==> src/rtl/cft_pkg.sv <==
package cft_pkg;
  localparam int unsigned CACHE_SETS    = 128;
  localparam int unsigned SET_AW        = 7;
  localparam int unsigned TLB_ENTRIES   = 32;
  localparam int unsigned TLB_SETS      = 8;
  localparam int unsigned TLB_SET_AW    = 3;
  localparam int unsigned LRU_W         = 3;
  localparam int unsigned WAYS          = 4;
  // LRU tree bit positions
  localparam int unsigned LRU_TOP       = 0;
  localparam int unsigned LRU_LEFT      = 1;
  localparam int unsigned LRU_RIGHT     = 2;
  localparam logic [2:0]  LRU_RESET     = 3'h0;
  localparam logic [3:0]  VALID_RESET   = 4'h0;
  // Entry field positions (32-bit directory or table entry)
  localparam int unsigned ENT_PRESENT   = 0;
  localparam int unsigned ENT_PWT       = 3;
  localparam int unsigned ENT_PCD       = 4;
  localparam int unsigned ENT_FRAME_LSB = 12;
  localparam int unsigned LIN_DIR_LSB   = 22;
  localparam int unsigned LIN_TBL_LSB   = 12;
  // Special cycle byte-enable codes, active low
  localparam logic [3:0]  BE_FLUSH      = 4'hD;
  localparam logic [3:0]  BE_WRITEBACK  = 4'h7;
  // Special cycle definition: M/IO D/C W/R = 0 0 1
  localparam logic [2:0]  CYC_SPECIAL   = 3'h1;
  localparam logic [2:0]  CYC_MEM_READ  = 3'h6;
  localparam logic [2:0]  CYC_IDLE      = 3'h0;
  typedef enum logic [1:0] {SC_NONE, SC_FLUSH, SC_WB} cft_special_e;

  // Next LRU bits after an access to a way
  function automatic logic [2:0] cft_lru_next(input logic [2:0] cur, input logic [1:0] way);
    logic [2:0] n;
    n = cur;
    n[LRU_TOP] = ~way[1];
    if (way[1] == 1'b0)
      n[LRU_LEFT] = ~way[0];
    else
      n[LRU_RIGHT] = ~way[0];
    return n;
  endfunction

  // Victim: first invalid way, else tree walk towards least recent
  function automatic logic [1:0] cft_victim(input logic [3:0] vld, input logic [2:0] lru);
    logic [1:0] v;
    v = 2'h0;
    if (!vld[0])
      v = 2'h0;
    else if (!vld[1])
      v = 2'h1;
    else if (!vld[2])
      v = 2'h2;
    else if (!vld[3])
      v = 2'h3;
    else if (lru[LRU_TOP])
      v = {1'b1, lru[LRU_RIGHT]};
    else
      v = {1'b0, lru[LRU_LEFT]};
    return v;
  endfunction
endpackage

==> src/rtl/cft_ctrl.sv <==
`timescale 1ns/1ps
// Cache flush control and translation buffer refresh walker
module cft_ctrl
  import cft_pkg::*;
#(
  parameter int unsigned ENTRIES = TLB_ENTRIES
)
(
  // Clock and reset
  input  wire logic        mclk_i,
  input  wire logic        rst_n_i,
  // External flush pin and bus hold
  input  wire logic        flush_n_i,
  input  wire logic        hold_ack_i,
  // Instruction flush requests (one-cycle pulses)
  input  wire logic        invalidate_instr_i,
  input  wire logic        writeback_invalidate_instr_i,
  // Cache access reports for LRU update
  input  wire logic        cache_acc_i,
  input  wire logic [6:0]  cache_set_i,
  input  wire logic [1:0]  cache_way_i,
  input  wire logic        cache_fill_i,
  // Victim query
  input  wire logic [6:0]  victim_set_i,
  output logic [1:0]       victim_way_o,
  // Paging control
  input  wire logic        paging_en_i,
  input  wire logic [31:0] page_dir_base_reg_i,
  // Internal translation request
  input  wire logic        xlat_req_i,
  input  wire logic [31:0] lin_addr_i,
  output logic             xlat_busy_o,
  output logic             xlat_done_o,
  output logic [31:0]      phys_addr_o,
  output logic             phys_pcd_o,
  output logic             phys_pwt_o,
  // Walk reads on the external bus
  output logic             walk_req_o,
  output logic [31:0]      walk_addr_o,
  output logic             walk_pcd_o,
  output logic             walk_pwt_o,
  output logic             walk_alloc_o,
  input  wire logic        burst_ready_n_i,
  input  wire logic [31:0] walk_data_i,
  // Special cycle out
  output logic             spc_req_o,
  output logic [2:0]       spc_cyc_o,
  output logic [3:0]       spc_be_n_o,
  input  wire logic        spc_done_i,
  // Cache state views
  output logic             flushing_o,
  output logic             exec_stall_o,
  output logic [3:0]       valid_view_o
);
  typedef enum logic [2:0] {W_IDLE, W_LOOK, W_DIR, W_TBL, W_DONE} cft_walk_e;

  logic               flush_sync_n;
  logic [3:0]         valid_q   [CACHE_SETS];
  logic [2:0]         lru_q     [CACHE_SETS];
  logic               instr_flush;
  logic               do_flush;
  cft_special_e       spc_q;
  cft_walk_e          walk_q;
  logic [ENTRIES-1:0] tvld_q;
  logic [2:0]         tlru_q    [TLB_SETS];
  logic [31:0]        lin_q;
  logic               mem_we;
  logic [4:0]         mem_waddr;
  logic [41:0]        mem_wdata;
  logic [4:0]         mem_raddr;
  logic [41:0]        mem_rdata;
  logic [2:0]         tset;
  logic [1:0]         tway;
  logic [1:0]         tvict;
  logic               thit;
  logic [1:0]         rway_q;
  logic               look_q;

  cft_sync u_sync (
    .mclk_i   (mclk_i),
    .rst_n_i  (rst_n_i),
    .din_n_i  (flush_n_i),
    .dout_n_o (flush_sync_n)
  );

  // Storage word: {linear page tag, frame, cache disable, write-through}; hits drive the table's own bits
  cft_tlb_mem #(.DEPTH(ENTRIES), .AW(5), .DW(42)) u_mem (
    .mclk_i  (mclk_i),
    .we_i    (mem_we),
    .waddr_i (mem_waddr),
    .wdata_i (mem_wdata),
    .raddr_i (mem_raddr),
    .rdata_o (mem_rdata)
  );

  // Hold acknowledge does not gate flush, so it is accepted in hold too
  assign instr_flush = invalidate_instr_i | writeback_invalidate_instr_i;
  assign do_flush    = ~flush_sync_n | instr_flush;

  // Valid bits: single-cycle clear of all sets on flush
  always_ff @(posedge mclk_i or negedge rst_n_i)
  begin
    if (!rst_n_i)
    begin
      for (int i = 0; i < CACHE_SETS; i++)
        valid_q[i] <= VALID_RESET;
    end
    else if (do_flush)
    begin
      for (int i = 0; i < CACHE_SETS; i++)
        valid_q[i] <= VALID_RESET;
    end
    else if (cache_acc_i && cache_fill_i)
      valid_q[cache_set_i][cache_way_i] <= 1'b1;
  end

  // LRU tree bits, cleared with the valid bits
  always_ff @(posedge mclk_i or negedge rst_n_i)
  begin
    if (!rst_n_i)
    begin
      for (int i = 0; i < CACHE_SETS; i++)
        lru_q[i] <= LRU_RESET;
    end
    else if (do_flush)
    begin
      for (int i = 0; i < CACHE_SETS; i++)
        lru_q[i] <= LRU_RESET;
    end
    else if (cache_acc_i)
      lru_q[cache_set_i] <= cft_lru_next(lru_q[cache_set_i], cache_way_i);
  end

  // Registered victim and state views
  always_ff @(posedge mclk_i or negedge rst_n_i)
  begin
    if (!rst_n_i)
    begin
      victim_way_o <= 2'h0;
      valid_view_o <= 4'h0;
      flushing_o   <= 1'b0;
      exec_stall_o <= 1'b0;
    end
    else
    begin
      victim_way_o <= cft_victim(valid_q[victim_set_i], lru_q[victim_set_i]);
      valid_view_o <= valid_q[victim_set_i];
      flushing_o   <= do_flush;
      exec_stall_o <= ~flush_sync_n;
    end
  end

  // Special cycle announcing the flush to external caches
  always_ff @(posedge mclk_i or negedge rst_n_i)
  begin
    if (!rst_n_i)
    begin
      spc_q      <= SC_NONE;
      spc_req_o  <= 1'b0;
      spc_cyc_o  <= CYC_IDLE;
      spc_be_n_o <= 4'hF;
    end
    else if (spc_q == SC_NONE)
    begin
      if (writeback_invalidate_instr_i)
      begin
        spc_q      <= SC_WB;
        spc_req_o  <= 1'b1;
        spc_cyc_o  <= CYC_SPECIAL;
        spc_be_n_o <= BE_WRITEBACK;
      end
      else if (invalidate_instr_i)
      begin
        spc_q      <= SC_FLUSH;
        spc_req_o  <= 1'b1;
        spc_cyc_o  <= CYC_SPECIAL;
        spc_be_n_o <= BE_FLUSH;
      end
    end
    else if (spc_done_i)
    begin
      if (spc_q == SC_WB)
      begin
        spc_q      <= SC_FLUSH;
        spc_be_n_o <= BE_FLUSH; // Write back first, then flush
      end
      else
      begin
        spc_q      <= SC_NONE;
        spc_req_o  <= 1'b0;
        spc_cyc_o  <= CYC_IDLE;
        spc_be_n_o <= 4'hF;
      end
    end
  end

  // Buffer addressing: 8 sets of 4 ways indexed by low linear page bits
  assign tset      = lin_q[LIN_TBL_LSB +: TLB_SET_AW];
  assign mem_raddr = {tset, tway};
  assign tvict     = cft_victim({tvld_q[{tset, 2'h3}], tvld_q[{tset, 2'h2}],
                                 tvld_q[{tset, 2'h1}], tvld_q[{tset, 2'h0}]}, tlru_q[tset]);
  assign thit      = look_q && tvld_q[{tset, rway_q}] && (mem_rdata[41:22] == lin_q[31:12]);
  assign mem_we    = (walk_q == W_TBL) && !burst_ready_n_i;
  assign mem_waddr = {tset, tvict};
  assign mem_wdata = {lin_q[31:12], walk_data_i[31:12], walk_data_i[ENT_PCD], walk_data_i[ENT_PWT]};

  // Refresh walker; a probe scans the four ways of the set one per cycle
  always_ff @(posedge mclk_i or negedge rst_n_i)
  begin
    if (!rst_n_i)
    begin
      walk_q       <= W_IDLE;
      tway         <= 2'h0;
      lin_q        <= 32'h0;
      xlat_busy_o  <= 1'b0;
      xlat_done_o  <= 1'b0;
      phys_addr_o  <= 32'h0;
      phys_pcd_o   <= 1'b0;
      phys_pwt_o   <= 1'b0;
      walk_req_o   <= 1'b0;
      walk_addr_o  <= 32'h0;
      walk_pcd_o   <= 1'b0;
      walk_pwt_o   <= 1'b0;
      walk_alloc_o <= 1'b0;
    end
    else
    begin
      xlat_done_o <= 1'b0;
      unique case (walk_q)
        W_IDLE:
          if (xlat_req_i)
          begin
            lin_q       <= lin_addr_i;
            xlat_busy_o <= 1'b1;
            tway        <= 2'h0;
            if (paging_en_i)
              walk_q <= W_LOOK;
            else
            begin
              phys_addr_o <= lin_addr_i;
              phys_pcd_o  <= page_dir_base_reg_i[ENT_PCD];
              phys_pwt_o  <= page_dir_base_reg_i[ENT_PWT];
              walk_q      <= W_DONE;
            end
          end
        W_LOOK:
          // Read data lags the address by one cycle, so judge the way read on the last edge
          if (thit)
          begin
            phys_addr_o <= {mem_rdata[21:2], lin_q[11:0]};
            phys_pcd_o  <= mem_rdata[1];
            phys_pwt_o  <= mem_rdata[0];
            walk_q      <= W_DONE;
          end
          else if (look_q && rway_q == 2'h3)
          begin
            walk_req_o   <= 1'b1;
            walk_addr_o  <= {page_dir_base_reg_i[31:12], lin_q[31:22], 2'h0};
            walk_pcd_o   <= page_dir_base_reg_i[ENT_PCD];
            walk_pwt_o   <= page_dir_base_reg_i[ENT_PWT];
            walk_alloc_o <= ~page_dir_base_reg_i[ENT_PCD];
            walk_q       <= W_DIR;
          end
          else if (tway != 2'h3)
            tway <= tway + 2'h1;
        W_DIR:
          if (!burst_ready_n_i)
          begin
            walk_addr_o  <= {walk_data_i[31:12], lin_q[21:12], 2'h0};
            walk_pcd_o   <= walk_data_i[ENT_PCD];
            walk_pwt_o   <= walk_data_i[ENT_PWT];
            walk_alloc_o <= ~walk_data_i[ENT_PCD];
            walk_q       <= W_TBL;
          end
        W_TBL:
          if (!burst_ready_n_i)
          begin
            walk_req_o  <= 1'b0;
            phys_addr_o <= {walk_data_i[31:12], lin_q[11:0]};
            phys_pcd_o  <= walk_data_i[ENT_PCD];
            phys_pwt_o  <= walk_data_i[ENT_PWT];
            walk_q      <= W_DONE;
          end
        W_DONE:
        begin
          xlat_busy_o <= 1'b0;
          xlat_done_o <= 1'b1;
          walk_q      <= W_IDLE;
        end
        default:
          walk_q <= W_IDLE;
      endcase
    end
  end

  // Way of the registered read data, and whether it belongs to the probe now running
  always_ff @(posedge mclk_i or negedge rst_n_i)
  begin
    if (!rst_n_i)
    begin
      rway_q <= 2'h0;
      look_q <= 1'b0;
    end
    else
    begin
      rway_q <= tway;
      look_q <= (walk_q == W_LOOK); // Stale data from an older lookup never hits
    end
  end

  // Buffer valid and LRU state; paging off leaves it untouched
  always_ff @(posedge mclk_i or negedge rst_n_i)
  begin
    if (!rst_n_i)
    begin
      tvld_q <= '0;
      for (int i = 0; i < TLB_SETS; i++)
        tlru_q[i] <= LRU_RESET;
    end
    else if (mem_we)
    begin
      tvld_q[mem_waddr] <= 1'b1;
      tlru_q[tset]      <= cft_lru_next(tlru_q[tset], tvict);
    end
    else if (walk_q == W_LOOK && thit)
      tlru_q[tset] <= cft_lru_next(tlru_q[tset], rway_q);
  end
endmodule

==> src/rtl/cft_sync.sv <==
`timescale 1ns/1ps
// Two-flop synchroniser for an active-low level, idles deasserted
module cft_sync
  import cft_pkg::*;
(
  // Clock and reset
  input  wire logic mclk_i,
  input  wire logic rst_n_i,
  // Level
  input  wire logic din_n_i,
  output logic      dout_n_o
);
  logic meta_q;

  // First stage is read only by the second
  always_ff @(posedge mclk_i or negedge rst_n_i)
  begin
    if (!rst_n_i)
    begin
      meta_q   <= 1'b1;
      dout_n_o <= 1'b1;
    end
    else
    begin
      meta_q   <= din_n_i;
      dout_n_o <= meta_q;
    end
  end
endmodule

==> src/rtl/cft_tlb_mem.sv <==
`timescale 1ns/1ps
// Translation buffer storage: tag and frame words, registered read
module cft_tlb_mem
  import cft_pkg::*;
#(
  parameter int unsigned DEPTH = TLB_ENTRIES,
  parameter int unsigned AW    = 5,
  parameter int unsigned DW    = 40
)
(
  // Clock
  input  wire logic          mclk_i,
  // Write port
  input  wire logic          we_i,
  input  wire logic [AW-1:0] waddr_i,
  input  wire logic [DW-1:0] wdata_i,
  // Read port
  input  wire logic [AW-1:0] raddr_i,
  output logic      [DW-1:0] rdata_o
);
  logic [DW-1:0] mem [DEPTH];

  // Storage needs no reset: valid bits live in the controller
  always_ff @(posedge mclk_i)
  begin
    if (we_i)
      mem[waddr_i] <= wdata_i;
    rdata_o <= mem[raddr_i];
  end
endmodule
==> config.mk <==
export PLATFORM = sky130hd
export DESIGN_NAME = cft_ctrl
export DESIGN_NICKNAME = d
export VERILOG_FILES = /design/src/rtl/cft_pkg.sv /design/src/rtl/cft_ctrl.sv /design/src/rtl/cft_sync.sv /design/src/rtl/cft_tlb_mem.sv
export SDC_FILE = /design/constraint.sdc
export NUM_CORES = 2
export LEC_CHECK = 0
export BUFFER_PORTS_ARGS = -buffer_cell sky130_fd_sc_hd__buf_2
export CAP_MARGIN = 0
export CORE_UTILIZATION = 30
export DETAILED_ROUTE_END_ITERATION = 8
export GPL_ROUTABILITY_DRIVEN = 0
export MAX_ROUTING_LAYER = met4
export PLACE_DENSITY = 0.44
export SYNTH_ARGS = -nofsm -noshare
export SYNTH_HDL_FRONTEND = slang
export SYNTH_SLANG_ARGS = --single-unit
==> constraint.sdc <==
create_clock -name mclk_i -period 11.5 [get_ports mclk_i]
set_input_delay 2.3 -clock mclk_i [delete_from_list [all_inputs] [get_ports mclk_i]]
set_output_delay 2.3 -clock mclk_i [all_outputs]
set_load 0.05 [all_outputs]
==> summary.txt <==
Timing
  – Minimum clock period: 5.73 ns
  – Fmax: ~170 MHz
  – Worst hold margin: between 0.3 and 0.4 ns
  – Final setup viols: 0
  – Slew Viols, Final: 0
  – Skew final: 0.0569 ns
  – Fin. Hold Viols: 0
  – RSZ-0062 raised after global routing: no
  – Least-Margin Pin Slew: between 1 and 1.5 ns
  – Rel. slew slack: between 10% and 20%
  – Period utilization: between 40% and 50%
  – Setup TNS: 0 ns

Finish
  – Non-Filler Instances: between 10000 and 15000
  – Layout cell share with drive strength beyond 1: 20.7%
  – Flip-flop and latch area: just under 70000 um2
  – Fill count: around 33000
  – Commonest non-fill, non-tap cells in the layout: edfxtp_1 (1344), nor2_1 (1093), dfrtp_1 (1067)
  – Nets: 7233
  – Area of the multi-input gates: approximately 32000 um2
  – Area growth from synthesis to layout: 14.9%
  – Commonest non-fill, non-tap cell in the layout: edfxtp_1

GRT
  – Grt ovf: 0
  – Met1 usage: between 20% and 30%
  – Initial antenna violation count: 11
  – Met2 global-route usage: approximately 31%
  – Vias in the first global route: about 64000
  – Global-route track usage on met3: under 10%
  – Busiest layer in global routing: met2
  – Global-route usage over all layers: 19.5%
  – Largest net degree at the start of global routing: 179
  – First-pass GRT wire length: 473 mm

Status
  – Status: finished clean

Logic synthesis
  – Yosys top cell area share: between 30% and 40%
  – Asr flop ratio synth: a little over two fifths
  – Netlist cell types: 80
  – Largest cells by area after synthesis: edfxtp_1 (39%), dfrtp_1 (26%), mux4_2 (13%), nor2_1 (4.1%), a21oi_1 (3.3%)
  – Compound-Gate Fraction of Synth Area: 7.40%
  – Adder-Cell Fraction of Synth Area: 0.0122%
  – Post-synth EDFFs: between 1000 and 1500
  – Largest family of logic cells by synthesized area: multiplexers
  – Mux share of post-synthesis cell area: roughly 17%
  – Post-synthesis register bit count: roughly 2500
  – Post-synthesis simple-gate area fraction: roughly 7.1%
  – Top cell type by total area after synthesis: edfxtp_1
  – Post-Syn Area: between 100000 and 150000 um2
  – XOR/XNOR Fraction of Synth Area: 0.171%
  – Register area share after synthesis: 66.6%
  – Top_reg_cell synth: edfxtp_1
  – Yosys warns: 0
  – Syn Area/Cell: 14.7 um2
  – Mapped Cells: 6974

Power
  – Switch Pwr: approximately 6800 uW
  – Max VDD drop: around 0.00015 V
  – Share of power burned in registers: about 44%
  – Cell Pwr Density: 197 nW/um2
  – Internal: between 15000 and 20000 uW
  – Switch share: between 20 and 30%
  – Comb power frac: between 10% and 20%
  – Lkg Pwr: between 0.04 and 0.05 uW
  – Clock share of power: approximately two fifths

Route
  – Residual DRC: 0
  – Post-route ant nets: 0
  – Drt first-iter violations: about 5700
  – DR vias/cell: between 5 and 6
  – DR vias: between 60000 and 70000
  – Wire length per cell: about 28 um
  – Routed WL: approximately 330 mm
  – DRT Pass-1 Iters: 6

Clock network
  – H-tree depth: 5
  – Max clock buf depth: 4
  – # resized after CTS: 0
  – Clock buffer count from CTS: 281
  – CTS tree: yes
  – Clk sink count: roughly 2500
  – Hold Buf Count CTS: 0
  – Clk_lat worst skew: between 0.9 and 1 ns
  – Clock Pin Slew Worst Setup and Hold Paths: around 0.060 ns
  – Clk root buf: clkbuf_16
  – Post-CTS setup buffers: 0

Critical path
  – Arrival time at the worst endpoint: roughly 6.2 ns
  – Critical path class: reg -> reg
  – Max FO, Critical Path: 55
  – R2r worst-path depth: 9
  – Startpoint Class: flip-flop
  – Crit path capture type: flip-flop
  – Worst EP required: between 10 and 15 ns

Floorplanning
  – Starting Density: a little under a third
  – Io pins: 212
  – Core area: about 340000 um2
  – Die ar.: roughly 340000 um2
  – Die width: 586 um
  – Die Height: around 590 um
  – FP Rows: 214

Placement
  – Detail Placement HPWL: 184 mm
  – Placed Instances: between 10000 and 15000
  – Number of port buffers: 184

Worst hold path
  – Min-Delay Path Depth: 0
  – Hold Crit Class: reg -> reg

Flow run
  – Max-cap violation count: 0
==> metrics by stage <==
stage          util [%]  setup WS, ns  power (uW)  area (um2)
2_1_floorplan         -          6.10       12900      102000
3_3_place_gp       32.0          4.89       14600      109000
3_5_place_dp       32.0          4.90       14600      109000
4_1_cts            34.6          5.77       23500      118000
5_1_grt            34.6          5.54       24100      118000
6_report           34.6          5.77       23200      118000
==> registers in the layout, indices dropped and copies added, names as in the netlist, 3 cells and up <==
| name | flops |
|---|---|
| lin_q | 32 |
| valid_q | 512 |
| tlru_q | 24 |
| tvld_q | 32 |
| u_mem.rdata_o | 42 |
| phys_addr_o | 32 |
| valid_view_o | 4 |
| u_mem.mem | 1344 |
| walk_q | 3 |
| lru_q | 384 |
| walk_addr_o | 30 |
==> metal layers <==
layer	share of wire [%]	vias to the layer above
li1	-	26706
met1	44	33351
met2	49	1903
met3	5.1	485
met4	2.6	0
met5	0	-
==> critical path, cell delays in order, from the launching register on <==
cell and delay (ns):
dfrtp_2 0.36, buf_4 0.57, inv_2 0.43, buf_4 0.40, mux2_2 0.33, o221a_2 0.27
o21ai_0 0.15, nand3_1 0.78, nor2_4 1.16, buf_4 0.69
==> power groups by stage <==
stage | Combinational, uW | Clock, uW | Sequential, uW
floorplan | 2060 | 0 | 10900
global placement | 4100 | 0 | 10500
detailed placement | 4130 | 0 | 10500
CTS | 4140 | 9070 | 10300
global route | 4340 | 9380 | 10300
finish | 4070 | 8840 | 10300
==> final cells by class <==
cell class                 instances  area share, %
antenna                            6         0.0128
clock buffer                     406           6.90
clock inverter                   100          0.744
inverter                          21         0.0734
multi-input combinational       3997           27.5
sequential                      2463           58.0
tap                             4536           4.83
timing repair buffer             344           1.93
==> final timing paths <==
path	slack [ns]	startpoint	to
min in group asynchronous	1.53	rst_n_i	valid_q[282]
min	0.35	u_sync.meta_q	u_sync.dout_n_o
max reg2reg	5.77	lin_q[12]	u_mem.mem[19][27]
max	5.77	lin_q[12]	u_mem.mem[19][27]
min reg2reg	0.35	u_sync.meta_q	u_sync.dout_n_o
max in group asynchronous	7.59	rst_n_i	lru_q[327]
==> cells in the mapped netlist, types with 10 or more instances <==
cell         n
nand3_1    149
mux2_2      66
a31oi_1     16
buf_2       68
edfxtp_1  1344
nand2_1    289
nor3_1      12
a21oi_1    676
and3_1      29
a22oi_1    260
clkbuf_1   327
mux4_2     602
dfrtp_1   1073
dfxtp_1     42
o21bai_1    18
nor2_1    1131
buf_4       33
inv_1       17
mux2i_1    257
nand2b_1    10
a41oi_1     17
nand4_1     36
xor2_1      19
buf_1       60
or2_2       19
o21ai_0    229
nor2b_1     18
==> cell families after synthesis <==
logic type               after synthesis
flip-flops                          2463
AND/OR/NAND/NOR                     1746
AO/OA/AOI/OAI                       1297
multiplexers                         927
buffers and inverters                518
XOR/XNOR                              20
other                                  2
adder cells (fa/ha/maj)                1
Note: power is estimated with default switching activity, not from simulation.
